==> config.mk <==
export PLATFORM = sky130hd
export DESIGN_NAME = serial_port_setup
export DESIGN_NICKNAME = d
export VERILOG_FILES = /design/src/common/serial_setup_pkg.sv /design/src/setup_word_checker.sv /design/src/serial_port_setup.sv
export SDC_FILE = /design/constraint.sdc
export NUM_CORES = 1
export LEC_CHECK = 0
export BUFFER_PORTS_ARGS = -buffer_cell sky130_fd_sc_hd__buf_2
export CAP_MARGIN = 20
export CORE_ASPECT_RATIO = 1.4
export CORE_MARGIN = 2
export CORE_UTILIZATION = 55
export DETAILED_ROUTE_END_ITERATION = 7
export PLACE_DENSITY = 0.79
export SKIP_CTS_REPAIR_TIMING = 1
export SYNTH_ARGS = -nofsm -noshare
export SYNTH_HDL_FRONTEND = slang
export SYNTH_HIERARCHICAL = 1
export SYNTH_SLANG_ARGS = --single-unit
==> constraint.sdc <==
create_clock -name i_core_clk -period 4.8 [get_ports i_core_clk]
set_input_delay 0.48 -clock i_core_clk [delete_from_list [all_inputs] [get_ports i_core_clk]]
set_output_delay 0.48 -clock i_core_clk [all_outputs]
set_load 0.02 [all_outputs]
==> src/common/serial_setup_pkg.sv <==
// Package: register map, field layout, codes and decode helpers for the port setup bank
package serial_setup_pkg;

  // AXI4-Lite byte offsets
  localparam int AXI_AW = 6;
  localparam logic [AXI_AW-1:0] OFS_BUF_BASE = 6'h00;
  localparam logic [AXI_AW-1:0] OFS_TIMING = 6'h04;
  localparam logic [AXI_AW-1:0] OFS_LINE = 6'h08;
  localparam logic [AXI_AW-1:0] OFS_HANDSHAKE = 6'h0c;
  localparam logic [AXI_AW-1:0] OFS_IRQ_STATUS = 6'h10;
  localparam logic [AXI_AW-1:0] OFS_IRQ_MASK = 6'h14;
  localparam logic [AXI_AW-1:0] OFS_ACT_TIMING = 6'h18;
  localparam logic [AXI_AW-1:0] OFS_ACT_LINE = 6'h1c;
  localparam logic [AXI_AW-1:0] OFS_ACT_BASE = 6'h20;
  localparam logic [1:0] RESP_OKAY = 2'h0;
  localparam logic [1:0] RESP_SLVERR = 2'h2;

  // Handshake word codes
  localparam logic [15:0] HS_REQUEST = 16'h0500;
  localparam logic [15:0] HS_ACCEPTED = 16'h0a00;
  localparam logic [15:0] HS_ERROR = 16'h0e00;

  // Timing/protocol word layout
  localparam int TP_RTS_ON_LSB = 12;
  localparam int TP_TMO_LSB = 8;
  localparam int TP_PROTO_LSB = 3;
  localparam int TP_RTS_OFF_LSB = 0;
  localparam int TP_ZERO_HI = 15;
  localparam int TP_ZERO_MID = 11;

  // Line-parameter word layout
  localparam int LP_PARITY_LSB = 14;
  localparam int LP_STOP_BIT = 13;
  localparam int LP_DATA_BIT = 12;
  localparam int LP_ECHO_BIT = 11;
  localparam int LP_BAUD_LSB = 8;
  localparam int LP_FMT_BIT = 7;
  localparam int LP_STATION_LSB = 0;
  localparam int LP_FLOW_LSB = 0;
  localparam int LP_FLOW_PREFIX_LSB = 2;

  // Protocol, parity and flow codes
  localparam logic [4:0] PROTO_PROG = 5'h10;
  localparam logic [4:0] PROTO_NATIVE = 5'h08;
  localparam logic [4:0] PROTO_MODBUS = 5'h04;
  localparam logic [4:0] PROTO_RAW = 5'h02;
  localparam logic [1:0] PAR_RESERVED = 2'h1;
  localparam logic [5:0] FLOW_PREFIX = 6'h1c;
  localparam logic [7:0] STATION_MASK_7 = 8'h7f;
  localparam logic [7:0] STATION_MIN = 8'h01;
  localparam logic [7:0] STATION_MAX_VENDOR = 8'h5a;
  localparam logic [7:0] STATION_MAX_MODBUS = 8'hf7;
  localparam logic [15:0] PCT_BASE = 16'h0064;

  // Interrupt status bits
  localparam int IRQ_W = 2;
  localparam int IRQ_ACCEPT = 0;
  localparam int IRQ_REJECT = 1;

  // Reset setup: auto protocol, x1 timeout, odd parity, 19200, station 1
  localparam logic [15:0] RST_TIMING = 16'h0000;
  localparam logic [15:0] RST_LINE = 16'h8601;

  typedef struct packed {
    logic [15:0] timing;
    logic [15:0] line;
    logic [15:0] base;
  } setup_words_s;

  typedef struct packed {
    logic [4:0] proto;
    logic [1:0] parity;
    logic two_stop;
    logic seven_bits;
    logic echo;
    logic ascii_fmt;
    logic [1:0] flow;
    logic [7:0] station;
    logic [15:0] baud;
    logic [15:0] rts_on_ms;
    logic [15:0] rts_off_ms;
    logic [15:0] timeout_pct;
    logic [15:0] timeout_add_ms;
    logic [15:0] buf_base;
  } port_cfg_s;

  typedef enum logic [1:0] {
    ST_IDLE = 2'b00,
    ST_CHECK = 2'b01
  } hs_state_e;

  // Three-bit delay code to milliseconds
  function automatic logic [15:0] delay_ms(input logic [2:0] code);
    case (code)
      3'h0: delay_ms = 16'h0000;
      3'h1: delay_ms = 16'h0002;
      3'h2: delay_ms = 16'h0005;
      3'h3: delay_ms = 16'h000a;
      3'h4: delay_ms = 16'h0014;
      3'h5: delay_ms = 16'h0032;
      3'h6: delay_ms = 16'h0064;
      default: delay_ms = 16'h01f4;
    endcase
  endfunction

  // Timeout code to percent of base
  function automatic logic [15:0] timeout_pct(input logic [2:0] code);
    case (code)
      3'h0: timeout_pct = 16'h0064;
      3'h1: timeout_pct = 16'h0078;
      3'h2: timeout_pct = 16'h0096;
      3'h3: timeout_pct = 16'h00c8;
      3'h4: timeout_pct = 16'h01f4;
      3'h5: timeout_pct = 16'h03e8;
      3'h6: timeout_pct = 16'h07d0;
      default: timeout_pct = 16'h1388;
    endcase
  endfunction

  // Baud code to bit rate
  function automatic logic [15:0] baud_rate(input logic [2:0] code);
    case (code)
      3'h0: baud_rate = 16'h012c;
      3'h1: baud_rate = 16'h0258;
      3'h2: baud_rate = 16'h04b0;
      3'h3: baud_rate = 16'h0960;
      3'h4: baud_rate = 16'h12c0;
      3'h5: baud_rate = 16'h2580;
      3'h6: baud_rate = 16'h4b00;
      default: baud_rate = 16'h9600;
    endcase
  endfunction

  // Setup words to decoded port settings; layout chosen by protocol
  function automatic port_cfg_s decode_cfg(input setup_words_s w);
    port_cfg_s c;
    logic raw;
    c = '0;
    c.proto = w.timing[TP_PROTO_LSB +: 5];
    raw = (c.proto == PROTO_RAW);
    c.parity = w.line[LP_PARITY_LSB +: 2];
    c.two_stop = w.line[LP_STOP_BIT];
    c.seven_bits = raw & w.line[LP_DATA_BIT];
    c.echo = w.line[LP_ECHO_BIT];
    c.ascii_fmt = (c.proto == PROTO_NATIVE) & w.line[LP_FMT_BIT];
    c.station = w.line[LP_STATION_LSB +: 8];
    if (c.proto != PROTO_MODBUS)
      c.station = c.station & STATION_MASK_7;
    if (raw)
      c.station = '0;
    c.flow = raw ? w.line[LP_FLOW_LSB +: 2] : 2'h0;
    c.baud = baud_rate(w.line[LP_BAUD_LSB +: 3]);
    c.rts_on_ms = delay_ms(w.timing[TP_RTS_ON_LSB +: 3]);
    c.rts_off_ms = delay_ms(w.timing[TP_RTS_OFF_LSB +: 3]);
    c.timeout_pct = raw ? PCT_BASE : timeout_pct(w.timing[TP_TMO_LSB +: 3]);
    c.timeout_add_ms = raw ? delay_ms(w.timing[TP_TMO_LSB +: 3]) : 16'h0000;
    c.buf_base = raw ? w.base : 16'h0000;
    return c;
  endfunction

endpackage

==> src/setup_word_checker.sv <==
// Setup word validity check with registered result
`timescale 1ns/100ps
module setup_word_checker (
  input wire logic i_core_clk,
  input wire logic i_rst_n,
  input serial_setup_pkg::setup_words_s i_words,
  output serial_setup_pkg::setup_words_s o_words,
  output logic o_ok
);
  import serial_setup_pkg::*;

  port_cfg_s cfg;
  logic framed;
  logic addr_ok;
  logic ok_next;

  // Field checks for the layout picked by the protocol code
  always_comb
  begin
    cfg = decode_cfg(i_words);
    framed = (cfg.proto == PROTO_PROG) || (cfg.proto == PROTO_NATIVE) || (cfg.proto == PROTO_MODBUS);
    addr_ok = (cfg.station >= STATION_MIN) &&
      (cfg.station <= ((cfg.proto == PROTO_MODBUS) ? STATION_MAX_MODBUS : STATION_MAX_VENDOR));
    ok_next = !i_words.timing[TP_ZERO_HI] && !i_words.timing[TP_ZERO_MID] && (cfg.parity != PAR_RESERVED);
    if (framed)
      ok_next = ok_next && addr_ok && !i_words.line[LP_DATA_BIT];
    else if (cfg.proto == PROTO_RAW)
      ok_next = ok_next && (i_words.line[LP_FLOW_PREFIX_LSB +: 6] == FLOW_PREFIX);
    else
      ok_next = 1'b0;
  end

  // Words and verdict move together so the verdict always matches its words
  always_ff @(posedge i_core_clk or negedge i_rst_n)
  begin
    if (!i_rst_n)
    begin
      o_words <= '0;
      o_ok <= 1'b0;
    end
    else
    begin
      o_words <= i_words;
      o_ok <= ok_next;
    end
  end

endmodule // setup_word_checker

==> src/serial_port_setup.sv <==
// Serial port setup bank with accept/reject handshake behind AXI4-Lite
`timescale 1ns/100ps
module serial_port_setup (
  input wire logic i_core_clk,
  input wire logic i_rst_n,
  input wire logic [serial_setup_pkg::AXI_AW-1:0] i_awaddr,
  input wire logic i_awvalid,
  output logic o_awready,
  input wire logic [31:0] i_wdata,
  input wire logic [3:0] i_wstrb,
  input wire logic i_wvalid,
  output logic o_wready,
  output logic [1:0] o_bresp,
  output logic o_bvalid,
  input wire logic i_bready,
  input wire logic [serial_setup_pkg::AXI_AW-1:0] i_araddr,
  input wire logic i_arvalid,
  output logic o_arready,
  output logic [31:0] o_rdata,
  output logic [1:0] o_rresp,
  output logic o_rvalid,
  input wire logic i_rready,
  output logic o_irq,
  output serial_setup_pkg::port_cfg_s o_port_cfg
);
  import serial_setup_pkg::*;

  // Decoded reset setup, fixed at elaboration so the reset branch loads a constant
  localparam port_cfg_s RST_CFG = decode_cfg(setup_words_s'({RST_TIMING, RST_LINE, 16'h0000}));

  logic [AXI_AW-1:0] aw_addr_reg;
  logic aw_full_reg;
  logic [31:0] w_data_reg;
  logic [3:0] w_strb_reg;
  logic w_full_reg;
  logic wr_fire;
  logic ar_fire;
  logic wr_mapped;
  logic [15:0] buf_base_reg;
  logic [15:0] timing_reg;
  logic [15:0] line_reg;
  logic [15:0] hs_reg;
  logic [IRQ_W-1:0] irq_stat_reg;
  logic [IRQ_W-1:0] irq_mask_reg;
  logic [IRQ_W-1:0] irq_set;
  logic [IRQ_W-1:0] irq_clr;
  logic [15:0] act_timing_reg;
  logic [15:0] act_line_reg;
  logic [15:0] act_base_reg;
  hs_state_e state_reg;
  hs_state_e state_next;
  setup_words_s chk_words;
  logic chk_ok;
  logic [31:0] rd_next;
  logic rd_mapped;

  // Byte-lane merge of a 16-bit register
  function automatic logic [15:0] merge16(input logic [15:0] old, input logic [31:0] d, input logic [3:0] s);
    merge16 = {s[1] ? d[15:8] : old[15:8], s[0] ? d[7:0] : old[7:0]};
  endfunction

  assign wr_fire = aw_full_reg && w_full_reg && !o_bvalid;
  assign ar_fire = i_arvalid && o_arready;

  // Write address channel holding register
  always_ff @(posedge i_core_clk or negedge i_rst_n)
  begin
    if (!i_rst_n)
    begin
      aw_addr_reg <= '0;
      aw_full_reg <= 1'b0;
      o_awready <= 1'b1;
    end
    else if (i_awvalid && o_awready)
    begin
      aw_addr_reg <= i_awaddr;
      aw_full_reg <= 1'b1;
      o_awready <= 1'b0;
    end
    else if (wr_fire)
    begin
      aw_full_reg <= 1'b0;
      o_awready <= 1'b1;
    end
  end

  // Write data channel holding register
  always_ff @(posedge i_core_clk or negedge i_rst_n)
  begin
    if (!i_rst_n)
    begin
      w_data_reg <= '0;
      w_strb_reg <= '0;
      w_full_reg <= 1'b0;
      o_wready <= 1'b1;
    end
    else if (i_wvalid && o_wready)
    begin
      w_data_reg <= i_wdata;
      w_strb_reg <= i_wstrb;
      w_full_reg <= 1'b1;
      o_wready <= 1'b0;
    end
    else if (wr_fire)
    begin
      w_full_reg <= 1'b0;
      o_wready <= 1'b1;
    end
  end

  // Write address decode
  always_comb
  begin
    case (aw_addr_reg)
      OFS_BUF_BASE, OFS_TIMING, OFS_LINE, OFS_HANDSHAKE, OFS_IRQ_STATUS, OFS_IRQ_MASK,
      OFS_ACT_TIMING, OFS_ACT_LINE, OFS_ACT_BASE: wr_mapped = 1'b1;
      default: wr_mapped = 1'b0;
    endcase
  end

  // Write response
  always_ff @(posedge i_core_clk or negedge i_rst_n)
  begin
    if (!i_rst_n)
    begin
      o_bvalid <= 1'b0;
      o_bresp <= RESP_OKAY;
    end
    else if (wr_fire)
    begin
      o_bvalid <= 1'b1;
      o_bresp <= wr_mapped ? RESP_OKAY : RESP_SLVERR;
    end
    else if (i_bready)
      o_bvalid <= 1'b0;
  end

  // Setup words written by software
  always_ff @(posedge i_core_clk or negedge i_rst_n)
  begin
    if (!i_rst_n)
    begin
      buf_base_reg <= '0;
      timing_reg <= RST_TIMING;
      line_reg <= RST_LINE;
      irq_mask_reg <= '0;
    end
    else if (wr_fire)
    begin
      if (aw_addr_reg == OFS_BUF_BASE)
        buf_base_reg <= merge16(buf_base_reg, w_data_reg, w_strb_reg);
      if (aw_addr_reg == OFS_TIMING)
        timing_reg <= merge16(timing_reg, w_data_reg, w_strb_reg);
      if (aw_addr_reg == OFS_LINE)
        line_reg <= merge16(line_reg, w_data_reg, w_strb_reg);
      if (aw_addr_reg == OFS_IRQ_MASK && w_strb_reg[0])
        irq_mask_reg <= w_data_reg[IRQ_W-1:0];
    end
  end

  // Handshake word; the device result wins over a bus write in the same cycle
  always_ff @(posedge i_core_clk or negedge i_rst_n)
  begin
    if (!i_rst_n)
      hs_reg <= '0;
    else if (state_reg == ST_CHECK)
      hs_reg <= chk_ok ? HS_ACCEPTED : HS_ERROR;
    else if (wr_fire && aw_addr_reg == OFS_HANDSHAKE)
      hs_reg <= merge16(hs_reg, w_data_reg, w_strb_reg);
  end

  // Validation of the current setup words
  setup_word_checker u_checker (
    .i_core_clk(i_core_clk),
    .i_rst_n(i_rst_n),
    .i_words({timing_reg, line_reg, buf_base_reg}),
    .o_words(chk_words),
    .o_ok(chk_ok)
  );

  // Handshake sequencer
  always_comb
  begin
    case (state_reg)
      ST_IDLE: state_next = (hs_reg == HS_REQUEST) ? ST_CHECK : ST_IDLE;
      ST_CHECK: state_next = ST_IDLE;
      default: state_next = ST_IDLE;
    endcase
  end

  always_ff @(posedge i_core_clk or negedge i_rst_n)
  begin
    if (!i_rst_n)
      state_reg <= ST_IDLE;
    else
      state_reg <= state_next;
  end

  // Active configuration, loaded only on acceptance
  always_ff @(posedge i_core_clk or negedge i_rst_n)
  begin
    if (!i_rst_n)
    begin
      act_timing_reg <= RST_TIMING;
      act_line_reg <= RST_LINE;
      act_base_reg <= '0;
      o_port_cfg <= RST_CFG;
    end
    else if (state_reg == ST_CHECK && chk_ok)
    begin
      act_timing_reg <= chk_words.timing;
      act_line_reg <= chk_words.line;
      act_base_reg <= chk_words.base;
      o_port_cfg <= decode_cfg(chk_words);
    end
  end

  // Event status, write one to clear; a new event wins over its clear
  always_comb
  begin
    irq_set = '0;
    irq_set[IRQ_ACCEPT] = (state_reg == ST_CHECK) && chk_ok;
    irq_set[IRQ_REJECT] = (state_reg == ST_CHECK) && !chk_ok;
    irq_clr = (wr_fire && aw_addr_reg == OFS_IRQ_STATUS && w_strb_reg[0]) ? w_data_reg[IRQ_W-1:0] : '0;
  end

  always_ff @(posedge i_core_clk or negedge i_rst_n)
  begin
    if (!i_rst_n)
      irq_stat_reg <= '0;
    else
      irq_stat_reg <= irq_set | (irq_stat_reg & ~irq_clr);
  end

  // Level interrupt from unmasked status
  always_ff @(posedge i_core_clk or negedge i_rst_n)
  begin
    if (!i_rst_n)
      o_irq <= 1'b0;
    else
      o_irq <= |(irq_stat_reg & irq_mask_reg);
  end

  // Read data mux
  always_comb
  begin
    rd_next = '0;
    rd_mapped = 1'b1;
    case (i_araddr)
      OFS_BUF_BASE: rd_next[15:0] = buf_base_reg;
      OFS_TIMING: rd_next[15:0] = timing_reg;
      OFS_LINE: rd_next[15:0] = line_reg;
      OFS_HANDSHAKE: rd_next[15:0] = hs_reg;
      OFS_IRQ_STATUS: rd_next[IRQ_W-1:0] = irq_stat_reg;
      OFS_IRQ_MASK: rd_next[IRQ_W-1:0] = irq_mask_reg;
      OFS_ACT_TIMING: rd_next[15:0] = act_timing_reg;
      OFS_ACT_LINE: rd_next[15:0] = act_line_reg;
      OFS_ACT_BASE: rd_next[15:0] = act_base_reg;
      default: rd_mapped = 1'b0;
    endcase
  end

  // Read channel
  always_ff @(posedge i_core_clk or negedge i_rst_n)
  begin
    if (!i_rst_n)
    begin
      o_arready <= 1'b1;
      o_rvalid <= 1'b0;
      o_rdata <= '0;
      o_rresp <= RESP_OKAY;
    end
    else if (ar_fire)
    begin
      o_arready <= 1'b0;
      o_rvalid <= 1'b1;
      o_rdata <= rd_next;
      o_rresp <= rd_mapped ? RESP_OKAY : RESP_SLVERR;
    end
    else if (o_rvalid && i_rready)
    begin
      o_rvalid <= 1'b0;
      o_arready <= 1'b1;
    end
  end
endmodule // serial_port_setup

; ---- Yosys cells after proc, flatten, opt, wreduce, memory -nomap -nowiden
; Index checks and enable logic that the tools add are counted.
[totals]
ff_bits = 336
inputBits = 55
out_inout_bits = 159
word_cells = 199
[classes]
n_lt_le_gt_ge = 2
eq_ne = 52
muxes = 42
bitwise = 6
n_reduce_logical = 51
[op_table]
columns = op, n
row1 = 9-bit one-hot mux with 7 select lines, 3
row2 = 16-bit one-hot mux with 7 select lines, 1
row3 = 14-bit one-hot mux with 7 select lines, 1
row4 = 13-bit one-hot mux with 7 select lines, 1
row5 = 16-bit two-way mux, 5
row6 = 8-bit two-way mux, 7
row7 = 6-bit by 5-bit equality test with 1-bit output (second input constant), 9
row8 = 3-bit equality test (second input constant), 12
row9 = 3-bit by 2-bit equality test with 1-bit output (second input constant), 8
row10 = 6-bit by 4-bit equality test with 1-bit output (second input constant), 4
row11 = 1-bit logical AND, 18
row12 = 1-bit two-way mux, 18
row13 = 2-bit one-hot mux with 9 select lines, 1
row14 = 3-bit AND reduction, 6
row15 = 9-bit OR reduction, 2
row16 = 16-bit by 11-bit equality test with 1-bit output (second input constant), 1
row17 = 2-bit nonzero test, 7
row18 = 3-bit by 1-bit equality test with 1-bit output (second input constant), 4
row19 = 6-bit by 3-bit equality test with 1-bit output (second input constant), 2
row20 = 6-bit equality test (second input constant), 2
row21 = 3-bit logical NOT, 4
row22 = 6-bit logical NOT, 2
row23 = 11-bit two-way mux, 1
row24 = 5-bit by 2-bit equality test with 1-bit output (second input constant), 2
row25 = other kinds (18), 32

; ---- Depth between registers and ports, before layout
; Gate-level depths: netlist of run 1.
[logic_depth]
depth_word = 8
ltp_mapped = 10
ltp_nobuf = 10

; ---- Cells and area by module
; The synthesis of run 1 kept the hierarchy.
[by_module_without_submodules]
columns = mod, n_inst, cells_each, area_per_inst_um2, seq_area_each_um2
row1 = serial_port_setup, 1, 991, 10769.1, 6129.6
row2 = setup_word_checker, 1, 91, 1507.7, 1226.2

; ---- Least setup slack after synthesis of run 1
; OpenSTA, ideal clock, no wires.
[synth_path]
path_type = reg-to-reg
startpoint = register aw_addr_reg[1]
endpoint = register buf_base_reg[10]
setup_time_ns = 0.125
t_arrival_ns = 1.822
required_ns = 4.675
setup_slack_ns = 2.853
stages_incl_launch_ff = 5
n_path_buf = 0
period_less_slack_ns = 1.947
cell_sequence = dfrtp_1 > or3_4 > or3_4 > nor3_4 > mux2_2
[synth_between]
elab_chain_len = 2
[synth_lines]
columns = element, line_no
row1 = "start, declared", serial_port_setup.sv:31  ; logic [AXI_AW-1:0] aw_addr_reg;
row2 = "start signal, assigned", serial_port_setup.sv:76  ; aw_addr_reg <= i_awaddr;
row3 = 6-bit logical NOT, serial_port_setup.sv:150  ; if (aw_addr_reg == OFS_BUF_BASE)
row4 = 3-bit AND reduction (no line), n/a
row5 = "end signal, assigned", serial_port_setup.sv:151  ; buf_base_reg <= merge16(buf_base_reg, w_data_reg, w_strb_reg);
row6 = "end, declared", serial_port_setup.sv:39  ; logic [15:0] buf_base_reg;
; Every way passes these cells.
; A chain may end at the register's enable or synchronous reset.

; ---- Final worst setup path of run 1
[layout_path]
startpoint = register state_reg[0]
endpoint = register o_port_cfg[108] (netlist name)
[layout_between]
elab_chain_len = 2
[layout_lines]
columns = element, line_no
row1 = "start, declared", serial_port_setup.sv:50  ; hs_state_e state_reg;
row2 = "start signal, assigned", serial_port_setup.sv:196  ; state_reg <= state_next;
row3 = 2-bit by 1-bit equality test with 1-bit output, serial_port_setup.sv:209  ; else if (state_reg == ST_CHECK && chk_ok)
row4 = 1-bit logical AND, serial_port_setup.sv:209
row5 = "end signal, assigned", serial_port_setup.sv:214  ; o_port_cfg <= decode_cfg(chk_words);
row6 = "end, declared", serial_port_setup.sv:24  ; output serial_setup_pkg::port_cfg_s o_port_cfg
; Every way passes these cells.

==> results of run 1 <==
[kinds of logic (layout without fill, tap and decap cells)]
kind of cell / count (synthesis) / in the layout / synth area share
and+or+nand+nor: 341 / 341 / 0.124
DFF: 293 / 293 / 0.599
AOI/OAI and AO/OA: 196 / 196 / 0.103
buffers and inverters: 135 / 230 / 0.0595
muxes: 102 / 102 / 0.103
adders and majority gates: 7 / 7 / 0.00673
xor gates and xnor gates: 7 / 7 / 0.00499
other: 1 / 46 / 0.000305
[critical path, stage by stage (launching register included)]
cell     delay, ns
dfrtp_1       0.68
and2_2        0.82
buf_4         0.42
nand2_1       0.12
o21ai_0       0.20
[layout make-up]
| cell class | instances | area (um^2) | area share |
|---|---|---|---|
| inverters | 21 | 78.8 | 0.00564 |
| clock buffers | 40 | 795 | 0.0569 |
| repair buffers | 159 | 843 | 0.0604 |
| flip-flops and latches | 293 | 7360 | 0.527 |
| multi-input cells | 699 | 4370 | 0.313 |
| well taps | 297 | 372 | 0.0266 |
| clock inverters | 10 | 158 | 0.0113 |
[power by group through the flow]
stage	registers [mW]	logic, mW	clock network (mW)
global placement	3.06	0.603	0
global route	3.07	0.691	2.40
CTS	3.03	0.630	2.29
detailed placement	3.07	0.624	0
floorplan	2.98	0.448	0
finish	3.04	0.626	2.28
[synth_stat cells (all sizes together) (7+ instances only)]
| library cell | count |
|---|---|
| inv | 21 |
| dfrtp | 274 |
| nor3 | 12 |
| mux4 | 11 |
| nand2 | 239 |
| o31ai | 12 |
| nor2 | 33 |
| a32o | 14 |
| buf | 69 |
| a22oi | 7 |
| o21ai | 77 |
| mux2i | 11 |
| a311oi | 9 |
| and2 | 8 |
| dfstp | 19 |
| nand3 | 14 |
| clkbuf | 45 |
| a22o | 14 |
| mux2 | 80 |
| a21oi | 33 |
[final timing paths]
path,to,from,cells past startpoint,slack [ns]
max,o_port_cfg[108]$_DFFE_PN0P_,state_reg[0]$_DFF_PN0_,4,2.45
min,o_port_cfg[50]$_DFFE_PN0P_,i_rst_n,1,-0.04
max reg2reg,o_port_cfg[108]$_DFFE_PN0P_,state_reg[0]$_DFF_PN0_,4,2.45
min reg2reg,u_checker/o_words[14]$_DFF_PN0_,buf_base_reg[14]$_DFFE_PN0P_,0,0.40
max in group asynchronous,o_port_cfg[21]$_DFFE_PN0P_,i_rst_n,2,3.64
min in group i_core_clk,o_wready$_DFFE_PN1P_,i_wvalid,2,0.09
[per-layer routing]
metal / wire [um] / track usage
met1: 11600 / 0.343
met2: 14400 / 0.410
met3: 1980 / 0.0367
met4: 1510 / 0.121
met5: 0 / 0
==> results.json, run 1 <==
{
  "status": "complete, but fails checks",
  "failed_checks": "negative hold slack",
  "p_sw_mw": 1.58,
  "max_slew.worst_pin.slew_ns": 1.04,
  "flip_flop_count_of_the_largest_register_after_layout": 83,
  "clock_latency_ns": 0.54,
  "num_antenna_cells": 0,
  "yosys-top-cells-area": "dfrtp_1 56%, nand2_1 7.3%, mux2_2 7.2%",
  "synth_cell_type_count": 55,
  "netlist_area_mm2": 0.0123,
  "number_of_global_route_vias_before_repair": 8515,
  "achievable-frequency_ghz": 0.425,
  "setup_total_negative_slack_ns": 0,
  "number_of_synthesized_flops_with_an_enable_pin": 0,
  "cts.path.max_buffers": 3,
  "placement_rows": 64,
  "fin_skew_ns": 0.0178,
  "number_of_cells_produced_by_synthesis": 1082,
  "place_hpwl_mm": 20.0,
  "dr.pass1.iters": 7,
  "leakage_nw": 7.08,
  "dieWidth_um": 130,
  "floorplan.initialDensity": 0.562,
  "power.share.switching": 0.266,
  "powerDensity_mw_per_mm2": 425,
  "post-layout-total-power_mw": 5.94,
  "floorplan.die.height_um": 181,
  "timing.critical_path.from_type": "flop",
  "combPwrFrac": 0.105,
  "detailedPlace.worstSlack_ns": 2.10,
  "largest_register": "o_port_cfg",
  "synth_warnings": 6,
  "maximum_number_of_pins_on_one_net_before_global_route_repair": 111,
  "ioPinCount": 214,
  "syn-mean-instance-area_um2": 11.3,
  "yosysTopAreaCell": "dfrtp_1",
  "worst_case_setup_margin_in_the_final_layout_ns": 2.45,
  "finalCritPeriodShare": 0.490,
  "most_common_cell_after_layout_fill_and_taps_aside": "dfrtp_1",
  "post-place-cells": 1469,
  "grt-ovfl-total": 0,
  "ys_async_sr_fraction": 1.00,
  "layout.cell_area.non_filler_mm2": 0.0140,
  "worst-endpoint-arrival_ns": 2.79,
  "setup.worst_path.class": "flop to flop",
  "antenna_found_initial": 0,
  "final_cell_mix": "274 x dfrtp_1, 238 x nand2_1, 148 x buf_2",
  "power.share.clock": 0.383,
  "largestRegisters": "o_port_cfg x83, u_checker/o_words x48",
  "final_nets": 1261,
  "detailedRoute.firstIterationViolations": 719,
  "numClockSinks": 293,
  "drc": 0,
  "ys.flop_type": "dfrtp_1",
  "ys_ff_latch": 293,
  "timing.max_cap.violations": 0,
  "critPathMaxFanout": 37,
  "netlist.area_leader.share": 0.558,
  "mean_number_of_vias_per_cell": 5.73,
  "vdd.ir_drop.worst_v": 0.000357,
  "timing.critical_path.to_type": "flop",
  "worst_hold_slack_ns": -0.0361,
  "required_ns": 5.24,
  "clock_root_buffer_master": "clkbuf_16",
  "routability_congestion_estimate_from_global_placement": 0.882,
  "cts.htree.levels": 1,
  "detail_route.wl_per_cell_um": 19.4,
  "grt_pass1_wl_mm": 47.0,
  "hold_violations": 62,
  "slew-limit-headroom": 0.306,
  "finalCriticalPeriod_ns": 2.35,
  "cts_inserted_buffers": 27,
  "cts_tree": "yes",
  "route.vias.total": 8702,
  "groute.usage.overall": 0.255,
  "power.internal_mw": 4.36,
  "synth_sequential_area_ratio": 0.599,
  "drive_above_1_share": 0.266,
  "timing.final.max_slew_violations": 0,
  "totalWireLength_mm": 29.5,
  "share_seq_of_total_power": 0.511,
  "fin_cells": 1519,
  "placed_cell_area_mm2": 0.0130,
  "syn_to_final_growth_pct": 13.8,
  "fillCellCount": 1673,
  "timing.hold.worst.class": "input pin to async pin",
  "final_core_util": 0.639,
  "cts.reportedPaths.clkPinSlew_ns": 0.07,
  "place.port_buffers": 149,
  "rsz0062_at_grt": "no",
  "core_mm2": 0.0219,
  "fp.dieArea_mm2": 0.0235,
  "setup_viol": 0,
  "detail-route-antenna-nets": 0
}
Note: power is estimated with default switching activity, not from simulation.
==> inputs of run 2 (changes only) <==
CORE_UTILIZATION = 51   (was 55)
PLACE_DENSITY = 0.77   (was 0.79)
clock period = 2 ns   (was 4.8 ns; I/O delays follow)
==> results.json, run 2 (same netlist as run 1, synthesis figures left out) <==
{
  "status": "completed",
  "largestRegisters": "o_port_cfg x83, u_checker/o_words x48",
  "mean_number_of_vias_per_cell": 5.57,
  "dieWidth_um": 135,
  "timing.max_cap.violations": 0,
  "post-place-cells": 1528,
  "max_slew.worst_pin.slew_ns": 0.669,
  "num_antenna_cells": 0,
  "floorplan.initialDensity": 0.516,
  "leakage_nw": 7.50,
  "vdd.ir_drop.worst_v": 0.000886,
  "critPathMaxFanout": 4,
  "hold_violations": 0,
  "totalWireLength_mm": 31.1,
  "timing.critical_path.slowest_cell_delay_ns": 0.42,
  "timing.critical_path.to_type": "flop",
  "final_cell_mix": "274 x dfrtp_1, 237 x nand2_1, 148 x buf_2",
  "drive_above_1_share": 0.291,
  "critical_path.cell_chain": "nor2_4, and3_4, nand2_1, inv_2, ha_4, nand4_1, nor2_1, buf_4, a32o_1, a21o_1",
  "cts_inserted_buffers": 28,
  "timing.final.max_slew_violations": 0,
  "detail-route-antenna-nets": 0,
  "cts.reportedPaths.clkPinSlew_ns": 0.07,
  "place_hpwl_mm": 21.5,
  "fp.dieArea_mm2": 0.0253,
  "ioPinCount": 214,
  "cts.path.max_buffers": 3,
  "place.port_buffers": 149,
  "final_nets": 1341,
  "slew-limit-headroom": 0.554,
  "fin_skew_ns": 0.0110,
  "floorplan.die.height_um": 188,
  "detailedRoute.firstIterationViolations": 703,
  "routability_congestion_estimate_from_global_placement": 0.902,
  "core_mm2": 0.0238,
  "worst-endpoint-arrival_ns": 2.41,
  "setup_viol": 0,
  "finalCritPeriodShare": 0.992,
  "maximum_number_of_pins_on_one_net_before_global_route_repair": 159,
  "rsz0062_at_grt": "yes",
  "most_common_cell_after_layout_fill_and_taps_aside": "dfrtp_1",
  "timing.hold.worst.class": "input pin to flop",
  "finalCriticalPeriod_ns": 1.98,
  "flip_flop_count_of_the_largest_register_after_layout": 83,
  "largest_register": "o_port_cfg",
  "fin_cells": 1613,
  "route.vias.total": 8988,
  "setup.worst_path.class": "flop to flop",
  "placement_rows": 67,
  "required_ns": 2.43,
  "groute.usage.overall": 0.243,
  "final_core_util": 0.624,
  "achievable-frequency_ghz": 0.504,
  "syn_to_final_growth_pct": 20.9,
  "grt_pass1_wl_mm": 48.4,
  "cts_tree": "yes",
  "clock_latency_ns": 0.54,
  "placed_cell_area_mm2": 0.0135,
  "antenna_found_initial": 0,
  "powerDensity_mw_per_mm2": 968,
  "dr.pass1.iters": 7,
  "timing.critical_path.from_type": "flop",
  "post-layout-total-power_mw": 14.4,
  "detail_route.wl_per_cell_um": 19.3,
  "numClockSinks": 293,
  "layout.cell_area.non_filler_mm2": 0.0148,
  "number_of_global_route_vias_before_repair": 8781,
  "fillCellCount": 1881,
  "clock_root_buffer_master": "clkbuf_16",
  "cell_with_the_largest_stage_delay_on_the_worst_path": "dfrtp_1",
  "drc": 0,
  "cts.htree.levels": 1,
  "grt-ovfl-total": 0
}
[run 2: worst max-delay path, delay by kind of cell, from the launching register on]
| family | cells | cell delay, ns |
|---|---|---|
| AND/OR/NAND/NOR | 5 | 0.65 |
| flip-flops | 1 | 0.42 |
| AO/OA/AOI/OAI | 2 | 0.39 |
| buffers and inverters | 2 | 0.22 |
| adder cells (fa/ha/maj) | 1 | 0.20 |
[run 2: final timing paths]
check / cells after the start / to / start / slack (ns)
max: 10 / u_checker/o_ok$_DFF_PN0_ / timing_reg[7]$_DFFE_PN0P_ / 0.02
min: 5 / o_rdata[5]$_DFFE_PN0P_ / i_araddr[1] / 0.16
max reg2reg: 10 / u_checker/o_ok$_DFF_PN0_ / timing_reg[7]$_DFFE_PN0P_ / 0.02
min reg2reg: 0 / u_checker/o_words[40]$_DFF_PN0_ / timing_reg[8]$_DFFE_PN0P_ / 0.41
max in group asynchronous: 3 / act_line_reg[0]$_DFFE_PN1P_ / i_rst_n / 1.04
min in group asynchronous: 2 / u_checker/o_words[32]$_DFF_PN0_ / i_rst_n / 0.20
[run 2: per-stage QoR]
step | setup WS, ns | hold WS [ns] | TNS, ns
after CTS | -0.0755 | -0.389 | -0.0755
after global routing | -0.0917 | 0.152 | -0.257
after global placement | -0.0378 | 0.184 | -0.0378
after detailed placement | -0.0594 | 0.189 | -0.0594
after floorplan | 0.0532 | -0.0956 | 0
final | 0.0163 | 0.164 | 0
[run 2: power by group]
group | switching (mW) | internal (mW) | total [mW] | leakage (nW)
combinational | 0.943 | 0.838 | 1.78 | 3.09
clock | 2.22 | 3.07 | 5.29 | 0.460
sequential | 0.756 | 6.54 | 7.30 | 3.95
total | 3.92 | 10.4 | 14.4 | 7.50
[run 2: final cells by class]
class / instances / area (um^2) / area share
clock buffers: 42 / 813 / 0.0548
clock inverters: 10 / 111 / 0.00750
inverters: 21 / 78.8 / 0.00531
multi-input cells: 699 / 4460 / 0.300
flip-flops and latches: 293 / 7360 / 0.495
well taps: 310 / 388 / 0.0261
repair buffers: 238 / 1640 / 0.110
[run 2: metal layers]
metal	vias to the layer above	routed length (um)	global-route usage
li1	4046	-	-
met1	4499	12400	0.321
met2	369	15600	0.404
met3	74	1730	0.0292
met4	0	1410	0.111
met5	-	0	0
==> inputs of run 3 (changes only) <==
CELL_PAD_IN_SITES_DETAIL_PLACEMENT = 1   (was default)
CELL_PAD_IN_SITES_GLOBAL_PLACEMENT = 1   (was default)
CORE_UTILIZATION = 40   (was 51)
PLACE_DENSITY = default   (was 0.77)
PLACE_DENSITY_LB_ADDON = 0.1   (was default)
SETUP_SLACK_MARGIN = 0.1   (was default)
==> results.json, run 3 (same netlist as run 1, synthesis figures left out) <==
{
  "status": "completed",
  "clock_root_buffer_master": "clkbuf_16",
  "largestRegisters": "o_port_cfg x83, u_checker/o_words x48",
  "routability_congestion_estimate_from_global_placement": 0.856,
  "number_of_global_route_vias_before_repair": 9177,
  "dieWidth_um": 152,
  "post-place-cells": 1602,
  "cp-startpoint": "aw_addr_reg[0]$_DFFE_PN0P_",
  "power.internal_mw": 10.7,
  "rr_endpoint": "line_reg[4]$_DFFE_PN0P_",
  "grt_pass1_wl_mm": 53.9,
  "cts.reportedPaths.clkPinSlew_ns": 0.06,
  "cts.htree.levels": 1,
  "fin_cells": 1690,
  "route.vias.total": 8793,
  "power.share.switching": 0.281,
  "final_cell_mix": "274 x dfrtp_1, 238 x nand2_1, 148 x buf_2",
  "worst_case_setup_margin_in_the_final_layout_ns": 0.0104,
  "achievable-frequency_ghz": 0.503,
  "timing.final.max_slew_violations": 0,
  "groute.usage.overall": 0.215,
  "dr.pass1.iters": 5,
  "floorplan.die.height_um": 211,
  "timing.critical_path.from_type": "flop",
  "placement_rows": 75,
  "power.share.clock": 0.382,
  "worst_setup_path_endpoint": "line_reg[4]$_DFFE_PN0P_",
  "required_ns": 2.46,
  "core_mm2": 0.0301,
  "vdd.ir_drop.worst_v": 0.000592,
  "slew-limit-headroom": 0.571,
  "setup_total_negative_slack_ns": 0,
  "combPwrFrac": 0.126,
  "worst-endpoint-arrival_ns": 2.44,
  "fin_skew_ns": 0.0116,
  "num_antenna_cells": 0,
  "timing.rr.start": "aw_addr_reg[0]$_DFFE_PN0P_",
  "rsz0062_at_grt": "yes",
  "p_sw_mw": 4.18,
  "most_common_cell_after_layout_fill_and_taps_aside": "dfrtp_1",
  "grt-ovfl-total": 0,
  "floorplan.initialDensity": 0.408,
  "cts.path.max_buffers": 3,
  "place.port_buffers": 149,
  "share_seq_of_total_power": 0.492,
  "hold_violations": 0,
  "flip_flop_count_of_the_largest_register_after_layout": 83,
  "ff2ff_setup_slack_ns": 0.01,
  "critPathMaxFanout": 8,
  "setup.worst_path.class": "flop to flop",
  "max_slew.worst_pin.slew_ns": 0.639,
  "syn_to_final_growth_pct": 23.3,
  "mean_number_of_vias_per_cell": 5.20,
  "numClockSinks": 293,
  "powerDensity_mw_per_mm2": 983,
  "setup_viol": 0,
  "finalCritPeriodShare": 0.995,
  "detail-route-antenna-nets": 0,
  "antenna_found_initial": 1,
  "leakage_nw": 7.57,
  "drc": 0,
  "place_hpwl_mm": 24.9,
  "cts_inserted_buffers": 30,
  "cts_tree": "yes",
  "timing.hold.worst.class": "input pin to async pin",
  "worst_hold_slack_ns": 0.0963,
  "drive_above_1_share": 0.295,
  "timing.critical_path.to_type": "flop",
  "timing.max_cap.violations": 0,
  "fillCellCount": 3275,
  "detailedRoute.firstIterationViolations": 430,
  "rr_worst_depth": 5,
  "final_nets": 1341,
  "final_core_util": 0.503,
  "detail_route.wl_per_cell_um": 20.8,
  "fp.dieArea_mm2": 0.0321,
  "ioPinCount": 214,
  "maximum_number_of_pins_on_one_net_before_global_route_repair": 71,
  "largest_register": "o_port_cfg",
  "clock_latency_ns": 0.58,
  "totalWireLength_mm": 35.2,
  "finalCriticalPeriod_ns": 1.99,
  "detailedPlace.worstSlack_ns": 0.00873
}
run 3: power groups by stage:
stage / registers [mW] / logic (mW) / clock network (mW)
floorplan: 7.16 / 1.08 / 0
finish: 7.33 / 1.88 / 5.69
detailed placement: 7.42 / 1.75 / 0
CTS: 7.32 / 1.76 / 5.84
global route: 7.41 / 2.07 / 6.05
global placement: 7.40 / 1.71 / 0
run 3: worst min-delay path by stage:
stage               slack (ns)  cells after the start  startpoint                          end
global placement          0.10                      1     i_rst_n   o_port_cfg[93]$_DFFE_PN0P_
floorplan                 -0.1                      0     i_rst_n  act_base_reg[0]$_DFFE_PN0P_
finish                     0.1                      2     i_rst_n   o_port_cfg[93]$_DFFE_PN0P_
detailed placement        0.11                      1     i_rst_n   o_port_cfg[93]$_DFFE_PN0P_
global route              0.12                      2     i_rst_n   o_port_cfg[93]$_DFFE_PN0P_
CTS                      -0.52                      1     i_rst_n   o_port_cfg[93]$_DFFE_PN0P_
run 3: final cells by class:
cell class,instances,area (um^2),share of cell area
flip-flops and latches,293,7360,0.486
multi-input cells,699,4540,0.300
repair buffers,236,1690,0.111
clock buffers,45,877,0.0579
well taps,385,482,0.0318
clock inverters,11,120,0.00793
inverters,21,78.8,0.00521
run 3: worst max-delay path, stage by stage, from the launching register on:
cell and delay (ns):
dfrtp_1 0.40, or3_4 0.39, or3b_4 0.41, nor3_4 0.16, buf_12 0.17, mux2_2 0.33
run 3: routing by layer:
layer	GRT usage	routed length, um	part of all wire	vias up
li1	-	-	-	4062
met1	0.290	15600	0.44	4481
met2	0.367	17400	0.49	204
met3	0.0242	1310	0.037	46
met4	0.0645	859	0.024	0
met5	0	0	0	-
run 3: metrics by stage:
stage	cell area (um^2)	total power, mW
after floorplan	12500	8.24
after global placement	13700	9.11
after detailed placement	13700	9.18
after CTS	14700	14.9
after global routing	15100	15.5
final	15100	14.9
